`src/rtl/sar_pkg.sv`:
```
// shared constants and types for the sar readout link
package sar_pkg;
    localparam int CLK_NS = 4;
    localparam int DATA_W = 16;
    localparam int T_CONV_MIN_NS = 500;
    localparam int T_CONV_MAX_NS = 710;
    localparam int T_WH_CNV_NS = 10;
    localparam int T_SU_DIN_NS = 8;
    localparam int T_CYCLE_NS = 1000;
    localparam int SCLK_PERIOD_NS = 160;
    localparam int SCLK_SLOW_MAX_MHZ = 36;
    // least times round up, longest times round down
    localparam int CONV_MIN_CYC = (T_CONV_MIN_NS + CLK_NS - 1) / CLK_NS;
    localparam int CONV_MAX_CYC = T_CONV_MAX_NS / CLK_NS;
    localparam int CONV_TYP_CYC = (CONV_MIN_CYC + CONV_MAX_CYC) / 2;
    localparam int WH_CYC = (T_WH_CNV_NS + CLK_NS - 1) / CLK_NS;
    localparam int SU_CYC = (T_SU_DIN_NS + CLK_NS - 1) / CLK_NS;
    localparam int CYCLE_CYC = (T_CYCLE_NS + CLK_NS - 1) / CLK_NS;
    localparam int SCLK_HALF_CYC = SCLK_PERIOD_NS / (2 * CLK_NS);
    // synchroniser and edge-detect lag of the far end, with margin
    localparam int LINK_LAG_CYC = 4;
    localparam logic [4:0] FALLS_PLAIN = 5'h10;
    localparam logic [4:0] FALLS_BUSY = 5'h11;
    localparam logic [15:0] SAMPLE_RST = 16'h0000;
    typedef enum logic [3:0] {
        D_ACQ = 4'h1,
        D_CONV = 4'h2,
        D_HOLD = 4'h4,
        D_SHIFT = 4'h8
    } sar_dev_state_t;
    typedef enum logic [7:0] {
        H_IDLE = 8'h01,
        H_SETUP = 8'h02,
        H_CONV = 8'h04,
        H_WAITB = 8'h08,
        H_LEAD = 8'h10,
        H_HIGH = 8'h20,
        H_LOW = 8'h40,
        H_GAP = 8'h80
    } sar_host_state_t;
endpackage

```
`src/rtl/sar_link_if.sv`:
```
// four-wire link between converter and host
`timescale 1ns/1ps
`default_nettype none
interface sar_link_if;
    logic convert_select;
    logic sclk;
    logic din;
    logic dout_o;
    logic dout_oe;
    logic dout_line;
    // pull-up holds the line high while the converter floats it
    assign dout_line = dout_oe ? dout_o : 1'b1;
    modport dev (
        input convert_select,
        input sclk,
        input din,
        output dout_o,
        output dout_oe
    );
    modport host (
        output convert_select,
        output sclk,
        output din,
        input dout_line
    );
endinterface
`default_nettype wire

```
`src/rtl/sar_adc_dev.sv`:
```
// converter end: mode pick, timed conversion and serial readout
//
// Notes on behaviour
// din high at select rise: chip-select mode
// din low or tied: daisy-chain mode
// busy option puts one bit before data
// own clock converts; serial clock only shifts
// conversion length inside min-max window
// after conversion: powered down, result readable
// result is 16-bit unsigned straight binary
// select rise floats output, samples, converts
// conversion ignores select once started
// host returns select high before minimum time
// select high at end: no busy bit
// host lowers select only after maximum time
// select fall shows msb; falls shift rest
// host captures on falls at high rates
// host latches within hold after fall
// float after 16th fall or select rise
// busy host keeps select low through window
// select low at end: busy bit generated
// busy bit low, then msb-first on falls
// float after 17th fall or select rise
// result held until read or next conversion
`timescale 1ns/1ps
`default_nettype none
module sar_adc_dev #(
    parameter int CONV_CYC = sar_pkg::CONV_TYP_CYC
) (
    input wire logic REF_CLK,
    input wire logic RST,
    sar_link_if.dev LINK,
    input wire logic [15:0] SAMPLE_IN,
    output logic [15:0] RESULT,
    output logic RESULT_VALID,
    output logic POWER_DOWN,
    output logic DAISY_MODE,
    output logic BUSY_MODE
);
    // a length outside the window is pulled back into it
    localparam int CONV_LEN = (CONV_CYC < sar_pkg::CONV_MIN_CYC) ? sar_pkg::CONV_MIN_CYC :
        (CONV_CYC > sar_pkg::CONV_MAX_CYC) ? sar_pkg::CONV_MAX_CYC : CONV_CYC;
    localparam logic [15:0] CONV_LAST = 16'(CONV_LEN - 1);

    logic [2:0] cs_q;
    logic [2:0] ck_q;
    logic [2:0] di_q;
    logic cs_s;
    logic din_s;
    logic cs_rise;
    logic cs_fall;
    logic ck_fall;
    sar_pkg::sar_dev_state_t state_r;
    sar_pkg::sar_dev_state_t state_nxt;
    logic [15:0] conv_cnt_r;
    logic conv_done;
    logic in_conv;
    logic [15:0] sample_r;
    logic [15:0] sh_r;
    logic dout_r;
    logic oe_r;
    logic [4:0] fall_cnt_r;
    logic [4:0] fall_limit;
    logic last_fall;
    logic daisy_r;
    logic busy_r;

    // pins are asynchronous: two flops, then a third for edges
    always_ff @(posedge REF_CLK) begin
        if (RST) begin
            cs_q <= 3'h0;
            ck_q <= 3'h0;
            di_q <= 3'h0;
        end else begin
            cs_q <= {cs_q[1:0], LINK.convert_select};
            ck_q <= {ck_q[1:0], LINK.sclk};
            di_q <= {di_q[1:0], LINK.din};
        end
    end

    assign cs_s = cs_q[1];
    // din one stage later: its level just before the select edge
    assign din_s = di_q[2];
    assign cs_rise = cs_q[1] & ~cs_q[2];
    assign cs_fall = ~cs_q[1] & cs_q[2];
    assign ck_fall = ~ck_q[1] & ck_q[2];
    assign in_conv = (state_r == sar_pkg::D_CONV);
    assign conv_done = in_conv && (conv_cnt_r == CONV_LAST);
    assign fall_limit = busy_r ? sar_pkg::FALLS_BUSY : sar_pkg::FALLS_PLAIN;
    assign last_fall = !daisy_r && (fall_cnt_r == fall_limit - 5'h01);

    always_comb begin
        state_nxt = state_r;
        case (state_r)
            sar_pkg::D_ACQ: begin
                if (cs_rise) begin
                    state_nxt = sar_pkg::D_CONV;
                end
            end
            sar_pkg::D_CONV: begin
                // select edges are not looked at here
                if (conv_done) begin
                    if (daisy_r || !cs_s) begin
                        state_nxt = sar_pkg::D_SHIFT;
                    end else begin
                        state_nxt = sar_pkg::D_HOLD;
                    end
                end
            end
            sar_pkg::D_HOLD: begin
                if (cs_rise) begin
                    state_nxt = sar_pkg::D_CONV;
                end else if (cs_fall) begin
                    state_nxt = sar_pkg::D_SHIFT;
                end
            end
            sar_pkg::D_SHIFT: begin
                if (cs_rise) begin
                    state_nxt = sar_pkg::D_CONV;
                end else if (ck_fall && last_fall) begin
                    state_nxt = sar_pkg::D_ACQ;
                end
            end
            default: begin
                state_nxt = sar_pkg::D_ACQ;
            end
        endcase
    end

    always_ff @(posedge REF_CLK) begin
        if (RST) begin
            state_r <= sar_pkg::D_ACQ;
            POWER_DOWN <= 1'b1;
        end else begin
            state_r <= state_nxt;
            POWER_DOWN <= (state_nxt != sar_pkg::D_CONV);
        end
    end

    // conversion timed only by the local clock, never by sclk
    always_ff @(posedge REF_CLK) begin
        if (RST) begin
            conv_cnt_r <= 16'h0000;
        end else if (in_conv && !conv_done) begin
            conv_cnt_r <= conv_cnt_r + 16'h0001;
        end else begin
            conv_cnt_r <= 16'h0000;
        end
    end

    // mode and sample caught at the select rise
    always_ff @(posedge REF_CLK) begin
        if (RST) begin
            sample_r <= sar_pkg::SAMPLE_RST;
            daisy_r <= 1'b0;
            DAISY_MODE <= 1'b0;
        end else if (cs_rise && !in_conv) begin
            sample_r <= SAMPLE_IN;
            daisy_r <= ~din_s;
            DAISY_MODE <= ~din_s;
        end
    end

    // busy decided by the select level at conversion end
    always_ff @(posedge REF_CLK) begin
        if (RST) begin
            busy_r <= 1'b0;
            BUSY_MODE <= 1'b0;
        end else if (conv_done) begin
            busy_r <= !daisy_r && !cs_s;
            BUSY_MODE <= !daisy_r && !cs_s;
        end
    end

    always_ff @(posedge REF_CLK) begin
        if (RST) begin
            RESULT <= sar_pkg::SAMPLE_RST;
            RESULT_VALID <= 1'b0;
        end else begin
            RESULT_VALID <= conv_done;
            if (conv_done) begin
                RESULT <= sample_r;
            end
        end
    end

    // output shift path; bits change a few ref clocks after each sclk fall
    always_ff @(posedge REF_CLK) begin
        if (RST) begin
            sh_r <= sar_pkg::SAMPLE_RST;
            dout_r <= 1'b0;
            oe_r <= 1'b0;
            fall_cnt_r <= 5'h00;
        end else if (cs_rise && !in_conv) begin
            oe_r <= 1'b0;
            fall_cnt_r <= 5'h00;
        end else if (conv_done) begin
            fall_cnt_r <= 5'h00;
            if (daisy_r) begin
                // upstream shows its msb now, so din is caught in the same step
                oe_r <= 1'b1;
                dout_r <= sample_r[15];
                sh_r <= {sample_r[14:0], din_s};
            end else if (!cs_s) begin
                oe_r <= 1'b1;
                dout_r <= 1'b0;
                sh_r <= sample_r;
            end else begin
                sh_r <= sample_r;
            end
        end else if (state_r == sar_pkg::D_HOLD && cs_fall) begin
            oe_r <= 1'b1;
            dout_r <= sh_r[15];
            sh_r <= {sh_r[14:0], din_s};
        end else if (state_r == sar_pkg::D_SHIFT && ck_fall) begin
            fall_cnt_r <= fall_cnt_r + 5'h01;
            if (last_fall) begin
                oe_r <= 1'b0;
            end else begin
                dout_r <= sh_r[15];
                sh_r <= {sh_r[14:0], din_s};
            end
        end
    end

    assign LINK.dout_o = dout_r;
    assign LINK.dout_oe = oe_r;
endmodule // sar_adc_dev
`default_nettype wire

```
`src/flat_wrapper.sv`:
```
// flat-port wrapper written by rule: the top's interface ports become plain ports
module sar_adc_dev_flat 
#(
    parameter int CONV_CYC = sar_pkg::CONV_TYP_CYC
)
  (REF_CLK, RST, SAMPLE_IN, RESULT, RESULT_VALID, POWER_DOWN, DAISY_MODE, BUSY_MODE, LINK_convert_select, LINK_sclk, LINK_din, LINK_dout_o, LINK_dout_oe);
  sar_link_if LINK_i ();
  input wire logic REF_CLK;
  input wire logic RST;
  input wire logic [15:0] SAMPLE_IN;
  output logic [15:0] RESULT;
  output logic RESULT_VALID;
  output logic POWER_DOWN;
  output logic DAISY_MODE;
  output logic BUSY_MODE;
  input wire logic [$bits(LINK_i.convert_select)-1:0] LINK_convert_select;
  input wire logic [$bits(LINK_i.sclk)-1:0] LINK_sclk;
  input wire logic [$bits(LINK_i.din)-1:0] LINK_din;
  output wire logic [$bits(LINK_i.dout_o)-1:0] LINK_dout_o;
  output wire logic [$bits(LINK_i.dout_oe)-1:0] LINK_dout_oe;
  assign LINK_i.convert_select = LINK_convert_select;
  assign LINK_i.sclk = LINK_sclk;
  assign LINK_i.din = LINK_din;
  assign LINK_dout_o = LINK_i.dout_o;
  assign LINK_dout_oe = LINK_i.dout_oe;
  sar_adc_dev #(.CONV_CYC(CONV_CYC)) u_core (.REF_CLK(REF_CLK), .RST(RST), .LINK(LINK_i), .SAMPLE_IN(SAMPLE_IN), .RESULT(RESULT), .RESULT_VALID(RESULT_VALID), .POWER_DOWN(POWER_DOWN), .DAISY_MODE(DAISY_MODE), .BUSY_MODE(BUSY_MODE));
endmodule
```
`config.mk`:
```
export PLATFORM = sky130hd
export DESIGN_NAME = sar_adc_dev_flat
export DESIGN_NICKNAME = d
export VERILOG_FILES = /design/src/rtl/sar_pkg.sv /design/src/rtl/sar_link_if.sv /design/src/rtl/sar_adc_dev.sv /design/src/flat_wrapper.sv
export SDC_FILE = /design/constraint.sdc
export NUM_CORES = 1
export LEC_CHECK = 0
export BUFFER_PORTS_ARGS = -buffer_cell sky130_fd_sc_hd__buf_2
export CAP_MARGIN = 25
export CORE_ASPECT_RATIO = 0.75
export CORE_UTILIZATION = 58
export CTS_CLUSTER_DIAMETER = 50
export DETAILED_ROUTE_END_ITERATION = 8
export GPL_TIMING_DRIVEN = 0
export PLACE_DENSITY_LB_ADDON = 0.08
export SLEW_MARGIN = 10
export SYNTH_ARGS = -nofsm -noshare
export SYNTH_HDL_FRONTEND = slang
export SYNTH_SLANG_ARGS = --single-unit
```
`constraint.sdc`:
```
create_clock -name REF_CLK -period 2.5 [get_ports REF_CLK]
set_input_delay 0.5 -clock REF_CLK [delete_from_list [all_inputs] [get_ports REF_CLK]]
set_output_delay 0.5 -clock REF_CLK [all_outputs]
set_load 0.005 [all_outputs]
```
# After elaboration in Yosys (flattened, before gate mapping)
# Cells that the tools add are included.
# word_totals
reg_bits	88
word_cells	85
input_bits	21
out_inout_bits	22
# op_classes
n_eq_ne	9
n_bitwise	10
n_mux	26
add_sub_neg	3
n_reduce_logical	22
# op_table
operator	count
$mux W16	5
$mux W4	7
$add A16 B1 Y16 const B	1
$eq A16 B8 Y1 const B	1
$pmux W4 S4	1
$mux W1	13
$logic_and A1 B1 Y1	8
$not A1 Y1	7
$reduce_and A3 Y1	2
$reduce_bool A3 Y1	2
$add A5 B1 Y5 const B	1
$eq A5 B5 Y1	1
$sub A5 B1 Y5 const B	1
$eq A4 B1 Y1 const B	1
$eq A4 B2 Y1 const B	1
$eq A4 B3 Y1 const B	1
$eq A4 B4 Y1 const B	1
$logic_not A1 Y1	4
$ne A4 B2 Y1 const B	1
$reduce_and A4 Y1	1
$reduce_or A2 Y1	2
$and A1 B1 Y1	3
$ne A3 B2 Y1 const B	1
$ne A3 B3 Y1 const B	1
3 further kinds	3

# Logic depth before layout (Yosys ltp)
# Gate-level depths: netlist (run 1).
# depth
ltp_word	9
mapped_depth	10
mapped_depth_nobuf	8

# Least setup slack after synthesis (run 1)
# No wires, ideal clock.
# synth_timing
path_type	reg2reg
startpoint	reg u_core.conv_cnt_r[0]
endpoint	reg u_core.sh_r[0]
setup_time_ns	0.088
arrival_time_ns	1.662
path_slack_ns	0.750
t_required_ns	2.412
stages_incl_launch_ff	11
path_buffers	2
synth_period_minus_slack_ns	1.750
cell_sequence	dfxtp_1 inv_1 ha_1 nor3b_1 nand4_1 or2_0 buf_2 o311ai_4 buf_8 nor2_2 a311oi_2
# synth_via
elab_chain_len	4
elab_cells_between_ends	6
classes_between	eq/ne: 2; mux: 1; reduce/logical: 3
# synth_rtl
item	line_no	rtl
start: declaration	sar_adc_dev.sv:55	logic [15:0] conv_cnt_r;
start signal: assignment	sar_adc_dev.sv:145	conv_cnt_r <= conv_cnt_r + 16'h0001;
$eq A16 B8 Y1 (*)	sar_adc_dev.sv:88	assign conv_done = in_conv && (conv_cnt_r == CONV_LAST);
$logic_and A1 B1 Y1 (*)	sar_adc_dev.sv:88	
$ne A3 B2 Y1 (no source line) or $reduce_bool A3 Y1 (tied branches)	--	
$reduce_and A3 Y1 (no source line)	--	
end signal: assignment	sar_adc_dev.sv:190	sh_r <= sar_pkg::SAMPLE_RST;
end signal: assignment	sar_adc_dev.sv:203	sh_r <= {sample_r[14:0], din_s};
end signal: assignment	sar_adc_dev.sv:207	sh_r <= sample_r;
end: declaration	sar_adc_dev.sv:59	logic [15:0] sh_r;
# Mark *: on every way between the ends. The rest lies on a longest branch, timed or not.
# A chain may end at the register's enable or synchronous reset.

# Worst setup path in the final report (run 1)
# layout_timing
startpoint	reg u_core.conv_cnt_r[9]
endpoint	reg u_core.RESULT[3]
# layout_via
elab_chain_len	2
# layout_rtl
item	line_no	rtl
$eq A16 B8 Y1	sar_adc_dev.sv:88	
$logic_and A1 B1 Y1	sar_adc_dev.sv:88	
end signal: assignment	sar_adc_dev.sv:177	RESULT <= sar_pkg::SAMPLE_RST;
end signal: assignment	sar_adc_dev.sv:182	RESULT <= sample_r;
end: declaration	sar_adc_dev.sv:34	output logic [15:0] RESULT,
# No other way between the ends.

==> results.json, run 1 <==
{
  "outcome": "finished clean",
  "cp_data_arrival_time_ns": 2.52,
  "cap_violations": 0,
  "drcViolationCount": 0,
  "r2r-start": "u_core.conv_cnt_r[9]$_SDFF_PP0_",
  "core-area_um2": 6287,
  "ys_seq_area_frac": 0.4670,
  "synth_top_area_cell": "dfxtp_1",
  "syn_area_um2": 3772,
  "nets": 521,
  "r2r_slack_ns": 0.28,
  "setup.worst_path.class": "flip-flop to flip-flop",
  "synth_cell_types": 45,
  "grt_setup_unrepaired": "false",
  "period_needed_ns": 2.223,
  "critPathCaptureType": "flip-flop",
  "hold_class": "primary input to flip-flop",
  "clk_pin_slew_ns": 0.10,
  "gp_congestion": 0.8208,
  "row_count": 25,
  "drt-vias-per-instance": 5.450,
  "final_common_cell": "nand2_1",
  "root_buffer": "clkbuf_8",
  "required_ns": 2.79,
  "ys_ff_latch": 88,
  "holdWs_ns": 0.3444,
  "yosysWarnings": 0,
  "wl_per_cell_um": 14.61,
  "fmax_mhz": 449.8,
  "drive_gt1_frac": 0.1637,
  "drt_iter0_drc": 199,
  "synth_top_area_frac": 0.4670,
  "post_cts_buffers": 0,
  "dp_cells": 567,
  "final_cell_mix": "nand2_1, dfxtp_1, a21oi_1",
  "clockPowerShare": 0.393,
  "clkSinkCount": 88,
  "diodes": 0,
  "r2r-end": "u_core.RESULT[3]$_SDFFE_PP0N_",
  "hpwl_mm": 6.312,
  "instances_no_fill": 582,
  "holdBufCountCts": 0,
  "grt_pass1_vias": 2811,
  "synth_fp_nets": 468,
  "antenna_found_initial": 0,
  "vias": 3172,
  "async_reset_ff_frac": 0,
  "ant_nets": 0,
  "r2r_cells": 7,
  "slew_headroom": 0.4435,
  "powerDensity_nw_per_um2": 593.6,
  "die_area_um2": 6834,
  "worst_pin_slew_ns": 0.8136,
  "cts_tree": "built",
  "final_area_um2": 4283,
  "seq_power_share": 0.564,
  "ys_top_cells_by_area": "dfxtp_1, nand2_1, a21oi_1, mux2i_1, nor2_1",
  "placed_area_um2": 4084,
  "crit_path_max_fanout": 10,
  "fin_setup_tns_ns": 0,
  "setup_viol": 0,
  "period_share": 0.8892,
  "power_switching_uw": 606.8,
  "ys.flop_type": "dfxtp_1",
  "maxSlewViolCount": 0,
  "cp-startpoint": "u_core.conv_cnt_r[9]$_SDFF_PP0_",
  "finalClockSkew_ns": 0.01498,
  "start_util": 0.6000,
  "synthCells": 444,
  "grt_use_total": 0.2677,
  "cts.repair.resized": 0,
  "clkLatencyLatePin_ns": 0.36,
  "grt_max_degree": 17,
  "wl_mm": 8.504,
  "io_buffers": 42,
  "syn_avg_cell_area_um2": 8.496,
  "io-pin-count": 43,
  "first_pass_iters": 4,
  "p_leak_uw": 0.001489,
  "grt_pass1_wl_mm": 13.80,
  "num-fill-cells": 549,
  "die_h_um": 71.85,
  "clk_path_buf_depth": 2,
  "p_comb_frac": 0.042,
  "synth_edf_count": 0,
  "overflow": 0,
  "cts_made_buffers": 9,
  "ir_worst_vdd_v": 0.0003923,
  "swShare": 0.2387,
  "cp-endpoint": "u_core.RESULT[3]$_SDFFE_PP0N_",
  "hold_viol_final": 0,
  "intPower_uw": 1936,
  "start_kind": "flip-flop",
  "die_w_um": 95.13,
  "syn_to_final_growth_pct": 13.53,
  "h-tree-depth": 3
}
## power by group through the flow
| stage | sequential [uW] | combinational (uW) | clock (uW) |
|---|---|---|---|
| after floorplan | 1460 | 69.6 | 0 |
| after global placement | 1470 | 105 | 0 |
| after detailed placement | 1470 | 107 | 0 |
| after CTS | 1430 | 107 | 1020 |
| after global routing | 1440 | 119 | 1080 |
| final | 1430 | 108 | 1000 |
## per-stage QoR
| step | worst slack (ns) | total power [uW] | utilization |
|---|---|---|---|
| 5_1_grt | 0.04911 | 2632 | 0.6812 |
| 6_report | 0.2769 | 2543 | 0.6812 |
| 2_1_floorplan | 0.7502 | 1531 | - |
| 4_1_cts | 0.2842 | 2559 | 0.6812 |
| 3_3_place_gp | 0.3719 | 1571 | 0.6496 |
| 3_5_place_dp | 0.3166 | 1573 | 0.6496 |
## cell type report
type                       instances  area (um^2)  share of cell area
clock buffer                       9        123.9             0.02892
timing repair buffer              42        210.2             0.04908
tap                               81        101.3             0.02366
sequential                        88         1762              0.4113
clock inverter                     6        75.07             0.01753
multi-input combinational        325         1851              0.4321
buffer                            28        148.9             0.03476
inverter                           3        11.26            0.002629
## how the worst min path moves through the flow
stage | startpoint | to | slack (ns) | depth (start not counted)
after floorplan | u_core.di_q[2]$_SDFF_PP0_ | u_core.DAISY_MODE$_SDFFE_PP0P_ | 0.41 | 1
after global placement | u_core.di_q[1]$_SDFF_PP0_ | u_core.di_q[2]$_SDFF_PP0_ | 0.42 | 1
after detailed placement | u_core.ck_q[0]$_SDFF_PP0_ | u_core.ck_q[1]$_SDFF_PP0_ | 0.42 | 1
after CTS | LINK_sclk | u_core.ck_q[0]$_SDFF_PP0_ | 0.33 | 2
after global routing | LINK_sclk | u_core.ck_q[0]$_SDFF_PP0_ | 0.33 | 2
final | LINK_sclk | u_core.ck_q[0]$_SDFF_PP0_ | 0.34 | 2
## Yosys cell counts (5+ instances only)
master / number
a21oi_1: 53
buf_2: 8
clkbuf_1: 16
dfxtp_1: 88
mux2i_1: 15
nand2_1: 96
nand2b_1: 17
nand3_1: 11
nor2_1: 35
nor2b_1: 12
o211ai_1: 15
o21ai_0: 10
or3_1: 5
xnor2_1: 6
xor2_1: 11
## critical path, cell delays in order, from the launching register on
cell and delay (ns):
dfxtp_1 0.36, nor4_1 0.40, nand4_1 0.25, nor2_1 0.35
buf_2 0.26, buf_2 0.28, nand2_1 0.11, a21oi_1 0.15
## cells by family (layout without fill, tap and decap cells)
| kind of cell | count (synthesis) | in the layout | share of synthesized area |
|---|---|---|---|
| compound gates | 91 | 91 | 0.1512 |
| simple gates | 199 | 199 | 0.2501 |
| mux | 15 | 15 | 0.03980 |
| flops | 88 | 88 | 0.4670 |
| xor+xnor | 17 | 17 | 0.03947 |
| buf+inv | 31 | 88 | 0.04245 |
| fa+ha+maj | 3 | 3 | 0.009951 |
## per-layer routing
layer	vias to the layer above	share of wire	track usage
met3	11	0.067	0.07962
met2	93	0.42	0.3579
met4	0	0.011	0.07239
met1	1464	0.51	0.4114
li1	1604	-	-
met5	-	0	0
## state kept, by name, indices dropped and copies added (netlist names), 3 cells and up
signal and flops:
u_core.RESULT 16, u_core.ck_q 3, u_core.conv_cnt_r 16, u_core.cs_q 3
u_core.di_q 3, u_core.fall_cnt_r 5, u_core.sample_r 16, u_core.sh_r 16
u_core.state_r 4
(Power assumes the default switching activity.)
==> inputs of run 2 (changes only) <==
Settings changed: CORE_MARGIN set to 4.
==> run 2 against run 1 <==
Effect of this change:
- utilization is 0.77 points lower
- non-clock buffer count unchanged
- clock skew shrank 0.0053 ns
- worst setup slack better by 0.074 ns
- via count is 0.54% higher
- sequential power is essentially flat
- critical endpoint unchanged
- largest cell class unchanged
==> results.json, run 2 (synthesized netlist as in run 1, its figures left out) <==
{
  "fin_setup_tns_ns": 0,
  "cap_violations": 0,
  "grt_setup_unrepaired": "false",
  "swShare": 0.2343,
  "diodes": 0,
  "start_kind": "flip-flop",
  "antenna_found_initial": 0,
  "period_needed_ns": 2.149,
  "die_h_um": 77.85,
  "outcome": "finished clean",
  "finalClockSkew_ns": 0.009696,
  "syn_to_final_growth_pct": 12.80,
  "powerDensity_nw_per_um2": 567.3,
  "drt-vias-per-instance": 5.479,
  "power_switching_uw": 565.6,
  "seq_power_share": 0.594,
  "cts_made_buffers": 9,
  "clk_pin_slew_ns": 0.08,
  "hold_viol_final": 0,
  "hpwl_mm": 6.290,
  "crit_path_max_fanout": 10,
  "h-tree-depth": 3,
  "ant_nets": 0,
  "die_w_um": 101.1,
  "root_buffer": "clkbuf_8",
  "drive_gt1_frac": 0.1617,
  "setup.worst_path.class": "flip-flop to flip-flop",
  "wl_mm": 8.435,
  "io-pin-count": 43,
  "die_area_um2": 7872,
  "fmax_mhz": 465.4,
  "clkSinkCount": 88,
  "p_total_uw": 2414,
  "clk_path_buf_depth": 2,
  "holdBufCountCts": 0,
  "nets": 521,
  "overflow": 0,
  "required_ns": 2.78,
  "num-fill-cells": 553,
  "final_common_cell": "nand2_1",
  "io_buffers": 42,
  "setup_viol": 0,
  "vias": 3189,
  "gp_congestion": 0.8421,
  "critPathCaptureType": "flip-flop",
  "start_util": 0.5970,
  "ir_worst_vdd_v": 0.0004577,
  "grt_max_degree": 15,
  "cts_tree": "built",
  "grt_pass1_vias": 2875,
  "p_comb_frac": 0.045,
  "slew_headroom": 0.5602,
  "clkLatencyLatePin_ns": 0.35,
  "clockPowerShare": 0.361,
  "final_cell_mix": "nand2_1, dfxtp_1, a21oi_1",
  "cp_data_arrival_time_ns": 2.43,
  "hold_class": "primary input to flip-flop",
  "core-area_um2": 6319,
  "wl_per_cell_um": 14.49,
  "maxSlewViolCount": 0,
  "drcViolationCount": 0,
  "post_cts_buffers": 0,
  "p_leak_uw": 0.001476,
  "row_count": 25,
  "worst_pin_slew_ns": 0.6431,
  "grt_pass1_wl_mm": 14.19,
  "first_pass_iters": 4,
  "drt_iter0_drc": 185,
  "period_share": 0.8595,
  "cts.repair.resized": 0,
  "intPower_uw": 1848,
  "grt_use_total": 0.2278
}
run 2: cell types whose count changed in the layout (fill, tap and decap cells not counted), sizes merged:
cell	change
inv	-3
clkbuf	+2
clkinv	+2
bufinv	-1
run 2: final cells by class:
class                      count  area (um^2)  area share
buffer                        28        148.9     0.03499
clock buffer                  11        141.4     0.03323
clock inverter                 4        30.03    0.007057
inverter                       3        11.26    0.002646
multi-input combinational    325         1851      0.4349
sequential                    88         1762      0.4140
tap                           81        101.3     0.02382
timing repair buffer          42        210.2     0.04940
run 2: power groups by stage:
stage / clock, uW / combinational (uW) / sequential, uW
after floorplan: 0 / 69.6 / 1460
after global placement: 0 / 105 / 1470
after detailed placement: 0 / 107 / 1470
after CTS: 889 / 107 / 1430
after global routing: 962 / 119 / 1440
final: 872 / 108 / 1430
run 2: routing by layer:
layer | wire length, um | vias to the layer above | part of all wire | global-route usage
met5 | 0 | - | 0 | 0
met4 | 79 | 0 | 0.0094 | 0.05179
met3 | 597 | 7 | 0.071 | 0.06110
met2 | 3488 | 81 | 0.41 | 0.3101
met1 | 4270 | 1495 | 0.51 | 0.3533
li1 | - | 1606 | - | -
run 2: worst max-delay path: stages, from the launching register on:
cell and delay [ns]:
dfxtp_1 0.34, inv_1 0.06, ha_1 0.13, nor3b_1 0.20, nand4_1 0.24, nor2_1 0.32
buf_2 0.25, buf_2 0.27, nand2_1 0.11, a21oi_1 0.15
run 2: through the flow:
step / instances / cell area (um^2) / hold WS [ns] / utilization / setup slack [ns]
after floorplan: 444 / 3772 / 0.4067 / - / 0.7502
after global placement: 567 / 4084 / 0.4175 / 0.6463 / 0.4154
after detailed placement: 567 / 4084 / 0.4239 / 0.6463 / 0.4012
after CTS: 582 / 4255 / 0.3467 / 0.6735 / 0.3622
after global routing: 582 / 4255 / 0.3364 / 0.6735 / 0.1174
final: 582 / 4255 / 0.3595 / 0.6735 / 0.3513
run 2: final timing paths:
path                                         from                       endpoint  slack [ns]  cells past startpoint
setup / recovery  u_core.conv_cnt_r[0]$_SDFF_PP0_  u_core.RESULT[3]$_SDFFE_PP0N_        0.35                      9
hold / removal                LINK_convert_select      u_core.cs_q[0]$_SDFF_PP0_        0.36                      2
setup reg to reg  u_core.conv_cnt_r[0]$_SDFF_PP0_  u_core.RESULT[3]$_SDFFE_PP0N_        0.35                      9
hold reg to reg         u_core.di_q[0]$_SDFF_PP0_      u_core.di_q[1]$_SDFF_PP0_        0.44                      1
